==> src/pkg/cbs_consts.vh <==
// constants for the conditional branch and skip unit
`ifndef CBS_CONSTS_VH
`define CBS_CONSTS_VH
// status flag bit positions
`define CBS_FLAG_C 3'd0
`define CBS_FLAG_Z 3'd1
`define CBS_FLAG_N 3'd2
`define CBS_FLAG_V 3'd3
`define CBS_FLAG_S 3'd4
`define CBS_FLAG_H 3'd5
`define CBS_FLAG_T 3'd6
`define CBS_FLAG_I 3'd7
// operation codes on op
`define CBS_OP_NONE 5'h00
`define CBS_OP_FLAG_SET 5'h01
`define CBS_OP_FLAG_CLR 5'h02
`define CBS_OP_EQ 5'h03
`define CBS_OP_NE 5'h04
`define CBS_OP_CARRY_ONE 5'h05
`define CBS_OP_CARRY_ZERO 5'h06
`define CBS_OP_SAME_HIGHER 5'h07
`define CBS_OP_LOWER 5'h08
`define CBS_OP_MINUS 5'h09
`define CBS_OP_PLUS 5'h0a
`define CBS_OP_SIGNED_GE 5'h0b
`define CBS_OP_SIGNED_LT 5'h0c
`define CBS_OP_HALF_ONE 5'h0d
`define CBS_OP_HALF_ZERO 5'h0e
`define CBS_OP_T_ONE 5'h0f
`define CBS_OP_T_ZERO 5'h10
`define CBS_OP_SKIP_IO 5'h11
// apb register byte addresses
`define CBS_ADDR_CTRL 12'h000
`define CBS_ADDR_STATUS 12'h004
`define CBS_ADDR_PC 12'h008
`define CBS_ADDR_IO 12'h00c
`define CBS_ADDR_LAST 12'h010
// ctrl fields
`define CBS_CTRL_OP_LSB 0
`define CBS_CTRL_K_LSB 8
`define CBS_CTRL_SEL_LSB 16
`define CBS_CTRL_TWO_WORD_BIT 20
`define CBS_CTRL_GO_BIT 31
// status read fields
`define CBS_STAT_FLAGS_LSB 0
`define CBS_STAT_BUSY_BIT 8
`define CBS_STAT_TAKEN_BIT 9
`define CBS_STAT_CYC_LSB 12
// reset values
`define CBS_PC_RESET 16'h0000
`define CBS_FLAGS_RESET 8'h00
`endif

==> src/hdl/cbs_branch_unit.v <==
// conditional branch and io bit skip unit with apb register access
//
// Summary of operation
// - branch_on_flag_set jumps to pc+k+1 when selected flag is one, 1 or 2 cycles.
// - branch_on_flag_cleared jumps when selected flag is zero, else continues in sequence.
// - branch_if_equal jumps only while zero flag is 1.
// - branch_if_not_equal jumps only while zero flag is 0.
// - branch_if_carry_one and branch_if_lower jump only while carry is 1.
// - branch_if_carry_zero and branch_if_same_or_higher jump only while carry is 0.
// - branch_if_minus jumps only while negative flag is 1.
// - branch_if_plus jumps only while negative flag is 0.
// - branch_if_signed_ge jumps only when n xor v is 0.
// - branch_if_signed_lt jumps only when n xor v is 1.
// - branch_if_half_carry_one jumps only while half carry is 1.
// - branch_if_half_carry_zero jumps only while half carry is 0.
// - transfer bit set branch jumps only while transfer flag is 1.
// - skip_if_io_bit_one tests io bit b; when one pc advances 2 or 3.
// - no branch alters any status flag; branches take 1 or 2 cycles.
//
// Chosen here: the address map and the APB interface to the registers.
`timescale 1ns/100ps
`default_nettype none
`include "cbs_consts.vh"
module cbs_branch_unit #(
  parameter PC_W = 16,
  parameter K_W = 7
) (
  // clock and reset
  input wire pclk,
  input wire presetn,
  // apb slave
  input wire psel,
  input wire penable,
  input wire pwrite,
  input wire [11:0] paddr,
  input wire [31:0] pwdata,
  output reg [31:0] prdata,
  output reg pready,
  output reg pslverr,
  // core side view
  output reg [PC_W-1:0] pc_out,
  output reg busy_out,
  output reg taken_out
);
  localparam ST_IDLE = 2'd0;
  localparam ST_EXEC = 2'd1;
  localparam ST_WAIT = 2'd2;

  // registers
  reg [1:0] state_r, state_nxt;
  reg [PC_W-1:0] pc_r, pc_nxt;
  reg [7:0] flags_r;
  reg [7:0] io_r;
  reg [4:0] op_r;
  reg [K_W-1:0] k_r;
  reg [2:0] sel_r;
  reg two_word_r;
  reg taken_r, taken_nxt;
  reg [1:0] wait_r, wait_nxt;
  reg [1:0] cyc_r, cyc_nxt;
  // combinational nets
  wire cond;
  wire acc;
  wire wr;
  wire bad_addr;
  wire go;
  wire is_skip;
  wire [PC_W-1:0] k_ext;
  wire [PC_W-1:0] seq_pc;
  wire [PC_W-1:0] skip_pc;
  wire [PC_W-1:0] jump_pc;
  wire [1:0] skip_wait;
  wire busy;
  reg rd_ok;
  reg [31:0] rdata_nxt;

  function addr_hit;
    input [11:0] a;
    input [11:0] reg_addr;
    begin
      addr_hit = (a == reg_addr);
    end
  endfunction

  // pc plus a small unsigned step, sized to the pc
  function [PC_W-1:0] pc_plus;
    input [PC_W-1:0] p;
    input [1:0] step;
    begin
      pc_plus = p + {{(PC_W-2){1'b0}}, step};
    end
  endfunction

  // codes above the skip are unassigned and run as a plain step
  function op_known;
    input [4:0] o;
    begin
      op_known = (o <= `CBS_OP_SKIP_IO);
    end
  endfunction

  // go reads back as zero; only the operand fields are visible
  function [31:0] ctrl_word;
    input [4:0] o;
    input [K_W-1:0] kk;
    input [2:0] s;
    input tw;
    begin
      ctrl_word = 32'h0000_0000;
      ctrl_word[`CBS_CTRL_OP_LSB +: 5] = o;
      ctrl_word[`CBS_CTRL_K_LSB +: K_W] = kk;
      ctrl_word[`CBS_CTRL_SEL_LSB +: 3] = s;
      ctrl_word[`CBS_CTRL_TWO_WORD_BIT] = tw;
    end
  endfunction

  // busy and taken sit just above the flag byte, the cycle count higher up
  function [31:0] status_word;
    input [1:0] cyc;
    input tkn;
    input bsy;
    input [7:0] fl;
    begin
      status_word = 32'h0000_0000;
      status_word[`CBS_STAT_FLAGS_LSB +: 8] = fl;
      status_word[`CBS_STAT_BUSY_BIT] = bsy;
      status_word[`CBS_STAT_TAKEN_BIT] = tkn;
      status_word[`CBS_STAT_CYC_LSB +: 2] = cyc;
    end
  endfunction

  cbs_cond_eval u_eval (
    .op(op_r),
    .sel(sel_r),
    .flags(flags_r),
    .io_byte(io_r),
    .cond(cond)
  );

  // one wait state per access: pready rises the cycle after penable, for one cycle
  assign acc = psel & penable & ~pready;
  assign wr = acc & pwrite;
  assign bad_addr = (paddr >= `CBS_ADDR_LAST) | (paddr[1:0] != 2'b00);
  // a new operation written while busy is dropped, keeping decode order intact
  assign go = wr & addr_hit(paddr, `CBS_ADDR_CTRL) & pwdata[`CBS_CTRL_GO_BIT]
    & (state_r == ST_IDLE);
  assign is_skip = (op_r == `CBS_OP_SKIP_IO);
  assign k_ext = {{(PC_W-K_W){k_r[K_W-1]}}, k_r};
  // every candidate target is formed each cycle; the state machine only picks one
  assign seq_pc = pc_plus(pc_r, 2'd1);
  assign skip_pc = pc_plus(pc_r, two_word_r ? 2'd3 : 2'd2);
  assign jump_pc = pc_r + k_ext + {{(PC_W-1){1'b0}}, 1'b1};
  assign skip_wait = two_word_r ? 2'd2 : 2'd1;
  assign busy = (state_r != ST_IDLE);

  // next-state logic; one operation is in flight at a time
  always @* begin
    state_nxt = state_r;
    pc_nxt = pc_r;
    taken_nxt = taken_r;
    wait_nxt = wait_r;
    cyc_nxt = cyc_r;
    case (state_r)
      ST_IDLE: begin
        if (go) begin
          state_nxt = ST_EXEC;
          cyc_nxt = 2'd1;
          taken_nxt = 1'b0;
        end
      end
      ST_EXEC: begin
        taken_nxt = cond;
        if (op_r == `CBS_OP_NONE || !op_known(op_r)) begin
          pc_nxt = seq_pc;
          state_nxt = ST_IDLE;
        end else if (is_skip) begin
          if (cond) begin
            pc_nxt = skip_pc;
            wait_nxt = skip_wait;
            state_nxt = ST_WAIT;
          end else begin
            pc_nxt = seq_pc;
            state_nxt = ST_IDLE;
          end
        end else if (cond) begin
          // taken: target now, one refetch cycle follows
          pc_nxt = jump_pc;
          wait_nxt = 2'd1;
          state_nxt = ST_WAIT;
        end else begin
          // untaken: next instruction, single cycle
          pc_nxt = seq_pc;
          state_nxt = ST_IDLE;
        end
      end
      ST_WAIT: begin
        // refetch slots: the pc already holds its target, only time passes
        cyc_nxt = cyc_r + 2'd1;
        wait_nxt = wait_r - 2'd1;
        if (wait_r == 2'd1) begin
          state_nxt = ST_IDLE;
        end
      end
      default: state_nxt = ST_IDLE;
    endcase
  end

  always @(posedge pclk or negedge presetn) begin
    if (!presetn) begin
      state_r <= ST_IDLE;
      pc_r <= `CBS_PC_RESET;
      taken_r <= 1'b0;
      wait_r <= 2'd0;
      cyc_r <= 2'd0;
    end else begin
      state_r <= state_nxt;
      pc_r <= pc_nxt;
      taken_r <= taken_nxt;
      wait_r <= wait_nxt;
      cyc_r <= cyc_nxt;
    end
  end

  // operands are latched only on an accepted go, so a refused write leaves them intact
  always @(posedge pclk or negedge presetn) begin
    if (!presetn) begin
      op_r <= `CBS_OP_NONE;
      k_r <= {K_W{1'b0}};
      sel_r <= 3'd0;
      two_word_r <= 1'b0;
    end else if (go) begin
      op_r <= pwdata[`CBS_CTRL_OP_LSB +: 5];
      k_r <= pwdata[`CBS_CTRL_K_LSB +: K_W];
      sel_r <= pwdata[`CBS_CTRL_SEL_LSB +: 3];
      two_word_r <= pwdata[`CBS_CTRL_TWO_WORD_BIT];
    end
  end

  // only software writes the flags; no branch or skip touches them
  always @(posedge pclk or negedge presetn) begin
    if (!presetn) begin
      flags_r <= `CBS_FLAGS_RESET;
      io_r <= 8'h00;
    end else begin
      if (wr & addr_hit(paddr, `CBS_ADDR_STATUS)) begin
        flags_r <= pwdata[7:0];
      end
      if (wr & addr_hit(paddr, `CBS_ADDR_IO)) begin
        io_r <= pwdata[7:0];
      end
    end
  end

  // read mux kept apart from the flops so the answer is decided in one place
  always @* begin
    rd_ok = acc & ~pwrite & ~bad_addr;
    rdata_nxt = 32'h0000_0000;
    if (rd_ok) begin
      case (paddr)
        `CBS_ADDR_CTRL: rdata_nxt = ctrl_word(op_r, k_r, sel_r, two_word_r);
        `CBS_ADDR_STATUS: rdata_nxt = status_word(cyc_r, taken_r, busy, flags_r);
        `CBS_ADDR_PC: rdata_nxt = {{(32-PC_W){1'b0}}, pc_r};
        `CBS_ADDR_IO: rdata_nxt = {24'h000000, io_r};
        default: rdata_nxt = 32'h0000_0000;
      endcase
    end
  end

  // the pc is read only over the bus, so a running branch can never be torn
  always @(posedge pclk or negedge presetn) begin
    if (!presetn) begin
      pready <= 1'b0;
      pslverr <= 1'b0;
      prdata <= 32'h0000_0000;
    end else begin
      pready <= acc;
      pslverr <= acc & bad_addr;
      prdata <= rdata_nxt;
    end
  end

  // core-side copies come from flops so the core never sees decode glitches
  always @(posedge pclk or negedge presetn) begin
    if (!presetn) begin
      pc_out <= `CBS_PC_RESET;
      busy_out <= 1'b0;
      taken_out <= 1'b0;
    end else begin
      pc_out <= pc_nxt;
      busy_out <= (state_nxt != ST_IDLE);
      taken_out <= taken_nxt;
    end
  end
endmodule
`default_nettype wire

==> src/hdl/cbs_cond_eval.v <==
// condition evaluation for branches and the io bit skip
`timescale 1ns/100ps
`default_nettype none
`include "cbs_consts.vh"
module cbs_cond_eval (
  // decoded operation
  input wire [4:0] op,
  input wire [2:0] sel,
  // state to test
  input wire [7:0] flags,
  input wire [7:0] io_byte,
  // result
  output reg cond
);
  always @* begin
    case (op)
      `CBS_OP_FLAG_SET: cond = flags[sel];
      `CBS_OP_FLAG_CLR: cond = ~flags[sel];
      `CBS_OP_EQ: cond = flags[`CBS_FLAG_Z];
      `CBS_OP_NE: cond = ~flags[`CBS_FLAG_Z];
      `CBS_OP_CARRY_ONE, `CBS_OP_LOWER: cond = flags[`CBS_FLAG_C];
      `CBS_OP_CARRY_ZERO, `CBS_OP_SAME_HIGHER: cond = ~flags[`CBS_FLAG_C];
      `CBS_OP_MINUS: cond = flags[`CBS_FLAG_N];
      `CBS_OP_PLUS: cond = ~flags[`CBS_FLAG_N];
      `CBS_OP_SIGNED_GE: cond = ~(flags[`CBS_FLAG_N] ^ flags[`CBS_FLAG_V]);
      `CBS_OP_SIGNED_LT: cond = flags[`CBS_FLAG_N] ^ flags[`CBS_FLAG_V];
      `CBS_OP_HALF_ONE: cond = flags[`CBS_FLAG_H];
      `CBS_OP_HALF_ZERO: cond = ~flags[`CBS_FLAG_H];
      `CBS_OP_T_ONE: cond = flags[`CBS_FLAG_T];
      `CBS_OP_T_ZERO: cond = ~flags[`CBS_FLAG_T];
      `CBS_OP_SKIP_IO: cond = io_byte[sel];
      default: cond = 1'b0;
    endcase
  end
endmodule
`default_nettype wire

==> config.mk <==
export PLATFORM = sky130hd
export DESIGN_NAME = cbs_branch_unit
export DESIGN_NICKNAME = d
export VERILOG_FILES = /design/src/hdl/cbs_branch_unit.v /design/src/hdl/cbs_cond_eval.v
export VERILOG_INCLUDE_DIRS = /design/src /design/src/pkg
export SDC_FILE = /design/constraint.sdc
export NUM_CORES = 1
export LEC_CHECK = 0
export BUFFER_PORTS_ARGS = -buffer_cell sky130_fd_sc_hd__buf_2
export CAP_MARGIN = 10
export CORE_UTILIZATION = 30
export DETAILED_ROUTE_END_ITERATION = 10
export PLACE_DENSITY_LB_ADDON = 0.15
export SLEW_MARGIN = 20
export SYNTH_ARGS = -nofsm -noshare
export SYNTH_HDL_FRONTEND = slang
export SYNTH_SLANG_ARGS = --single-unit
==> constraint.sdc <==
create_clock -name pclk -period 2.7 [get_ports pclk]
set_input_delay 0.405 -clock pclk [delete_from_list [all_inputs] [get_ports pclk]]
set_output_delay 0.405 -clock pclk [all_outputs]
set_load 0.01 [all_outputs]
== Word level (Yosys, flattened, before mapping) ==
Index checks and enable logic that the tools add are counted.

* Flip-flop bits (word level): 90
* Input port bits: 49
* Output and inout bits: 52
* Logic and storage cells: 116

* $add $sub $neg: 6
* Order comparisons: 3
* Equality and inequality tests: 26
* Multiplexer cells: 27
* Bitwise gates (word level): 23
* Reduce and logical (&&, ||, !) cells: 16

{| class="wikitable"
|+ Operators with widths
! kind !! count
|-
| $pmux W21 S4 || 1
|-
| $mux W16 || 4
|-
| $eq A5 B4 Y1 const B || 8
|-
| $add A16 B1 Y16 const B || 2
|-
| $mux W32 || 1
|-
| $eq A12 B4 Y1 const B || 2
|-
| $eq A5 B3 Y1 const B || 4
|-
| $mux W2 || 10
|-
| $add A16 B16 Y16 || 1
|-
| $add A16 B2 Y16 || 1
|-
| $pmux W1 S15 || 1
|-
| $eq A12 B3 Y1 const B || 1
|-
| $ge A12 B5 Y1 const B || 1
|-
| $logic_not A12 Y1 || 1
|-
| $reduce_bool A2 Y1 || 6
|-
| $and A1 B1 Y1 || 11
|-
| $eq A5 B2 Y1 const B || 2
|-
| $eq A5 B5 Y1 const B || 2
|-
| $not A1 Y1 || 10
|-
| $pmux W2 S2 || 2
|-
| $bmux W1 S3 || 2
|-
| $ne A2 B2 Y1 const B || 3
|-
| $pmux W2 S3 || 1
|-
| $eq A5 B1 Y1 const B || 1
|-
| 17 further kinds || 23
|}

== Depth between registers and ports, before layout ==
* Word-level depth: 9
* Gate-level depth with buffers: 12
* Mapped depth without buffers: 12

== Modules after synthesis ==
A second synthesis with hierarchy kept.

* Cells, all modules: 512
* Area total of the unflattened synthesis: 4928.5 sq um

{| class="wikitable"
|+ By module, submodules not included
! module !! times used !! cells each !! area each (sq um)
|-
| cbs_branch_unit || 1 || 469 || 4575.6
|-
| cbs_cond_eval || 1 || 43 || 352.8
|}

== Least setup slack after synthesis ==
No wires, ideal clock.

* Kind: register -> register
* From: reg sel_r[0]
* To: reg pc_out[5]
* Library setup time: 0.126 ns
* Data arrival time: 2.314 ns
* Path slack: 0.260 ns
* Cell stages (with the launch flop): 9
* Buffers on the path: 1
* Period minus slack after synthesis: 2.440 ns
* Cell sequence: dfrtp_1 -> buf_4 -> mux4_2 -> mux2i_1 -> mux2i_1 -> a41oi_4 -> o21ai_1 -> a211oi_1 -> a311o_1

* Longest elaborated chain between the ends: 7
* Elaborated cells between the ends (all ways): 10
* Classes of those cells: 9 x mux; 1 x bitwise

{| class="wikitable"
|+ Ends and longest elaborated chain
! what !! RTL line !! text
|-
| start: declaration || cbs_branch_unit.v:56 || <nowiki>reg [2:0] sel_r;</nowiki>
|-
| start signal: assignment || cbs_branch_unit.v:234 || <nowiki>sel_r <= pwdata[`CBS_CTRL_SEL_LSB +: 3];</nowiki>
|-
| $bmux W1 S3 || cbs_cond_eval.v:17, cbs_cond_eval.v:18 ||
|-
| $mux W1 (not written as such) || cbs_cond_eval.v:17, cbs_cond_eval.v:18 ||
|-
| $not A1 Y1 || cbs_cond_eval.v:18 || <nowiki>`CBS_OP_FLAG_CLR: cond = ~flags[sel];</nowiki>
|-
| $pmux W1 S15 (*) || cbs_cond_eval.v:16 || <nowiki>case (op)</nowiki>
|-
| $mux W16, on equally long branches || cbs_branch_unit.v:185, cbs_branch_unit.v:177 ||
|-
| $mux W16 (*) || cbs_branch_unit.v:176 || <nowiki>end else if (is_skip) begin</nowiki>
|-
| $mux W16 (*) || cbs_branch_unit.v:173 || <nowiki>if (op_r == `CBS_OP_NONE || !op_known(op_r)) begin</nowiki>
|-
| end signal: assignment || cbs_branch_unit.v:285 || <nowiki>pc_out <= `CBS_PC_RESET;</nowiki>
|-
| end signal: assignment || cbs_branch_unit.v:289 || <nowiki>pc_out <= pc_nxt;</nowiki>
|-
| end: declaration || cbs_branch_unit.v:41 || <nowiki>output reg [PC_W-1:0] pc_out,</nowiki>
|}

Every way passes the cells marked *; elsewhere a longest branch is shown, timed or not. The select of a mux whose other input is x is not followed.
A chain may end at the register's enable or synchronous reset.

== Final worst setup path ==
Same ends and word-level chain as after synthesis.

==> results.py <==
metrics = {
    "synth": {
        "synth.avg_cell_area_um2": 9.72,
        "synth.most_common_cell": "dfrtp_1",
        "synth_seq_cells": 78,
        "ys.flop_type": "dfrtp_1",
        "syn_area_um2": 5110,
        "synthMuxAreaShare": 0.146,
        "yosys-top-cells-area": "dfrtp_1 (38%), mux2_2 (7.5%), ha_1 (4.6%)",
        "synth-seq-area-share": 0.382,
        "synthCells": 526,
        "async_flop_share": 1.00,
        "netlist.top_cell.by_area": "dfrtp_1",
        "synthXorXnorAreaFrac": 0.0514,
        "synth-edff-count": 0,
        "yosysWarnings": 0,
        "synth_common_cells": "dfrtp_1 (78), nand2_1 (43), nor2_1 (43)",
        "yosys.area_share.simple": 0.183,
        "ys_types": 72,
        "synth_top_family_by_area": "simple AND/OR/NAND/NOR gates",
        "synth_compound_gate_area_share": 0.132,
        "synthAdderAreaFrac": 0.0504,
        "synth_top_area_share": 0.382,
    },
    "drt": {
        "viasPerCell": 5.07,
        "first_pass_iters": 4,
        "dr.first_iter.drc_count": 254,
        "drc": 0,
        "wl_um": 15300,
        "route.vias.total": 4349,
        "ant_nets": 0,
        "wl_per_cell_um": 17.9,
    },
    "clocking": {
        "clock_latency_ns": 0.35,
        "cts_buffers": 9,
        "post_cts_hold_buffer_count": 0,
        "cts_root_buf": "clkbuf_16",
        "post_cts.repair.setup_buffers": 0,
        "cts_tree": "done",
        "clkTransAtPathRegs_ns": 0.07,
        "h-tree-depth": 3,
        "clkSinkCount": 78,
        "cts.path.max_buffers": 2,
    },
    "timing": {
        "slew_headroom": 0.553,
        "rsz0062_at_grt": "no",
        "slew_violations": 0,
        "fin_crit_ns": 2.55,
        "fmax_mhz": 392,
        "setup_slack_ns": 0.151,
        "setup_viol": 0,
        "clock_skew_ns": 0.0109,
        "final.period_utilization": 0.944,
        "hold_violations": 0,
        "tns_ns": 0,
        "tightest_slew_ns": 0.669,
    },
    "critical_path": {
        "critPathKind": "reg -> reg",
        "path_max_fanout": 7,
        "worstSetupEndpointType": "flip-flop",
        "worst_ep_required_time_ns": 2.93,
        "crit_arrival_ns": 2.78,
        "start_kind": "flip-flop",
    },
    "global_route": {
        "grt_pass1_vias": 4386,
        "grt_usage": 0.182,
        "grt_max_degree": 40,
        "grt_pass1_wl_um": 24300,
        "grt_antenna_before_repair": 0,
        "grt-ovfl-total": 0,
    },
    "floorplanning": {
        "row_count": 47,
        "core_area_um2": 16600,
        "die-area_um2": 17600,
        "die_height_um": 133,
        "pin_count": 101,
        "initial_utilization": 0.307,
        "die_x_um": 133,
    },
    "placement": {
        "gp_congestion": 0.836,
        "place_ws_ns": -0.0295,
        "port_buffers": 76,
        "hpwl_um": 11800,
    },
    "pwr": {
        "p_per_area_nw_per_um2": 420,
        "p_leak_uw": 0.00306,
        "ir_drop_uv": 316,
    },
    "cells_and_area": {
        "diodes": 0,
        "nNetsFinal": 702,
        "drive_above_1_share": 0.321,
        "syn2layout_area_growth_pct": 24.8,
    },
    "worst_hold_path": {
        "hold_path_class": "in -> async",
    },
    "flow_run": {
        "drv_cap": 0,
    },
    "outcome": {
        "status": "complete, no violations",
    },
}
## cells in the final DEF, fill, tap and decap left out, types with 4 or more instances in the layout
master / synthesis / layout
xnor2_1: 19 / 19
nand2b_1: 6 / 6
nor2b_1: 13 / 13
a31oi_1: 6 / 5
mux4_2: 9 / 9
dfrtp_1: 78 / 77
nand3_1: 16 / 16
a21oi_1: 25 / 25
ha_1: 19 / 19
and3_1: 13 / 13
o211ai_1: 4 / 4
a211oi_1: 6 / 5
nor2_1: 43 / 43
inv_1: 12 / 12
buf_2: 4 / 75
mux2_2: 34 / 34
a22oi_1: 6 / 6
a21o_1: 6 / 6
clkbuf_16: 0 / 9
o21ai_0: 16 / 15
nor3_1: 17 / 17
nand2_1: 43 / 43
conb_1: 1 / 12
xor2_1: 11 / 11
mux2i_1: 16 / 14
buf_4: 15 / 52
nand4_1: 6 / 6
## metrics by stage
step	hold WS (ns)	utilization	cells	area [um2]	total power, uW
detailed placement	0.401	0.361	842	6000	1300
global placement	0.394	0.361	842	6000	1300
finish	0.0218	0.384	858	6380	2680
global route	0.0454	0.384	858	6380	2770
CTS	0.0327	0.381	858	6350	2720
floorplan	0.109	-	537	5150	1250
## power breakdown
group / switching (uW) / total [uW] / internal [uW] / leakage [uW]
Combinational: 69.0 / 106 / 37.3 / 0.00182
Clock: 514 / 1400 / 889 / 0.000169
Sequential: 1.59 / 1170 / 1170 / 0.00107
## logic make-up (layout without fill, tap and decap cells)
logic type | count (synthesis) | after routing
compound gates | 99 | 99
xor+xnor | 30 | 30
fa+ha+maj | 20 | 20
buf+inv | 56 | 157
flops | 78 | 78
mux | 59 | 59
other cells | 1 | 12
simple gates | 183 | 183
## path summary, 6_finish.rpt
kind,start,endpoint,slack (ns),depth (start not counted)
max,sel_r[0],pc_out[5],0.15,9
min,presetn,io_r[1],0.02,1
max reg2reg,sel_r[0],pc_out[5],0.15,9
min reg2reg,pready,pslverr,0.45,1
max in group asynchronous,presetn,sel_r[0],1.95,2
min in group pclk,pwdata[8],k_r[0],0.27,3
## critical path, cell delays in order, from the launching register on
cell	delay [ns]
dfrtp_2	0.43
buf_4	0.14
mux4_2	0.48
mux2i_1	0.21
nand2b_1	0.20
nand3_2	0.22
o21ai_2	0.21
buf_4	0.16
a211oi_1	0.05
a311o_1	0.34
## layout make-up
class                           instances  area, um2
Clock buffer                           12        267
Clock inverter                          4       77.6
Fill cell                            1697      10300
Inverter                               12       45.0
Multi-Input combinational cell        403       2960
Sequential cell                        78       1950
Tap cell                              220        275
Timing Repair Buffer                  129        806
## sequential cells by signal, indices dropped and copies added, names as in the netlist, 3 cells and up
| signal | cells |
|---|---|
| pc_out | 16 |
| op_r | 5 |
| sel_r | 3 |
| prdata | 20 |
| flags_r | 8 |
| k_r | 7 |
| io_r | 8 |
## routing by layer
layer | GRT usage | vias up | part of all wire
met5 | 0 | - | 0
met4 | 0.0613 | 0 | 0.011
met3 | 0.0318 | 11 | 0.040
met2 | 0.294 | 111 | 0.48
met1 | 0.246 | 2134 | 0.47
li1 | - | 2093 | -
## repair_timing
item                       CTS  global route
setup endpoints to repair    3             6
cloned                       0             0
gates resized for setup      2             7
pin swaps                    0             1
Power figures use the tool's default switching activity.
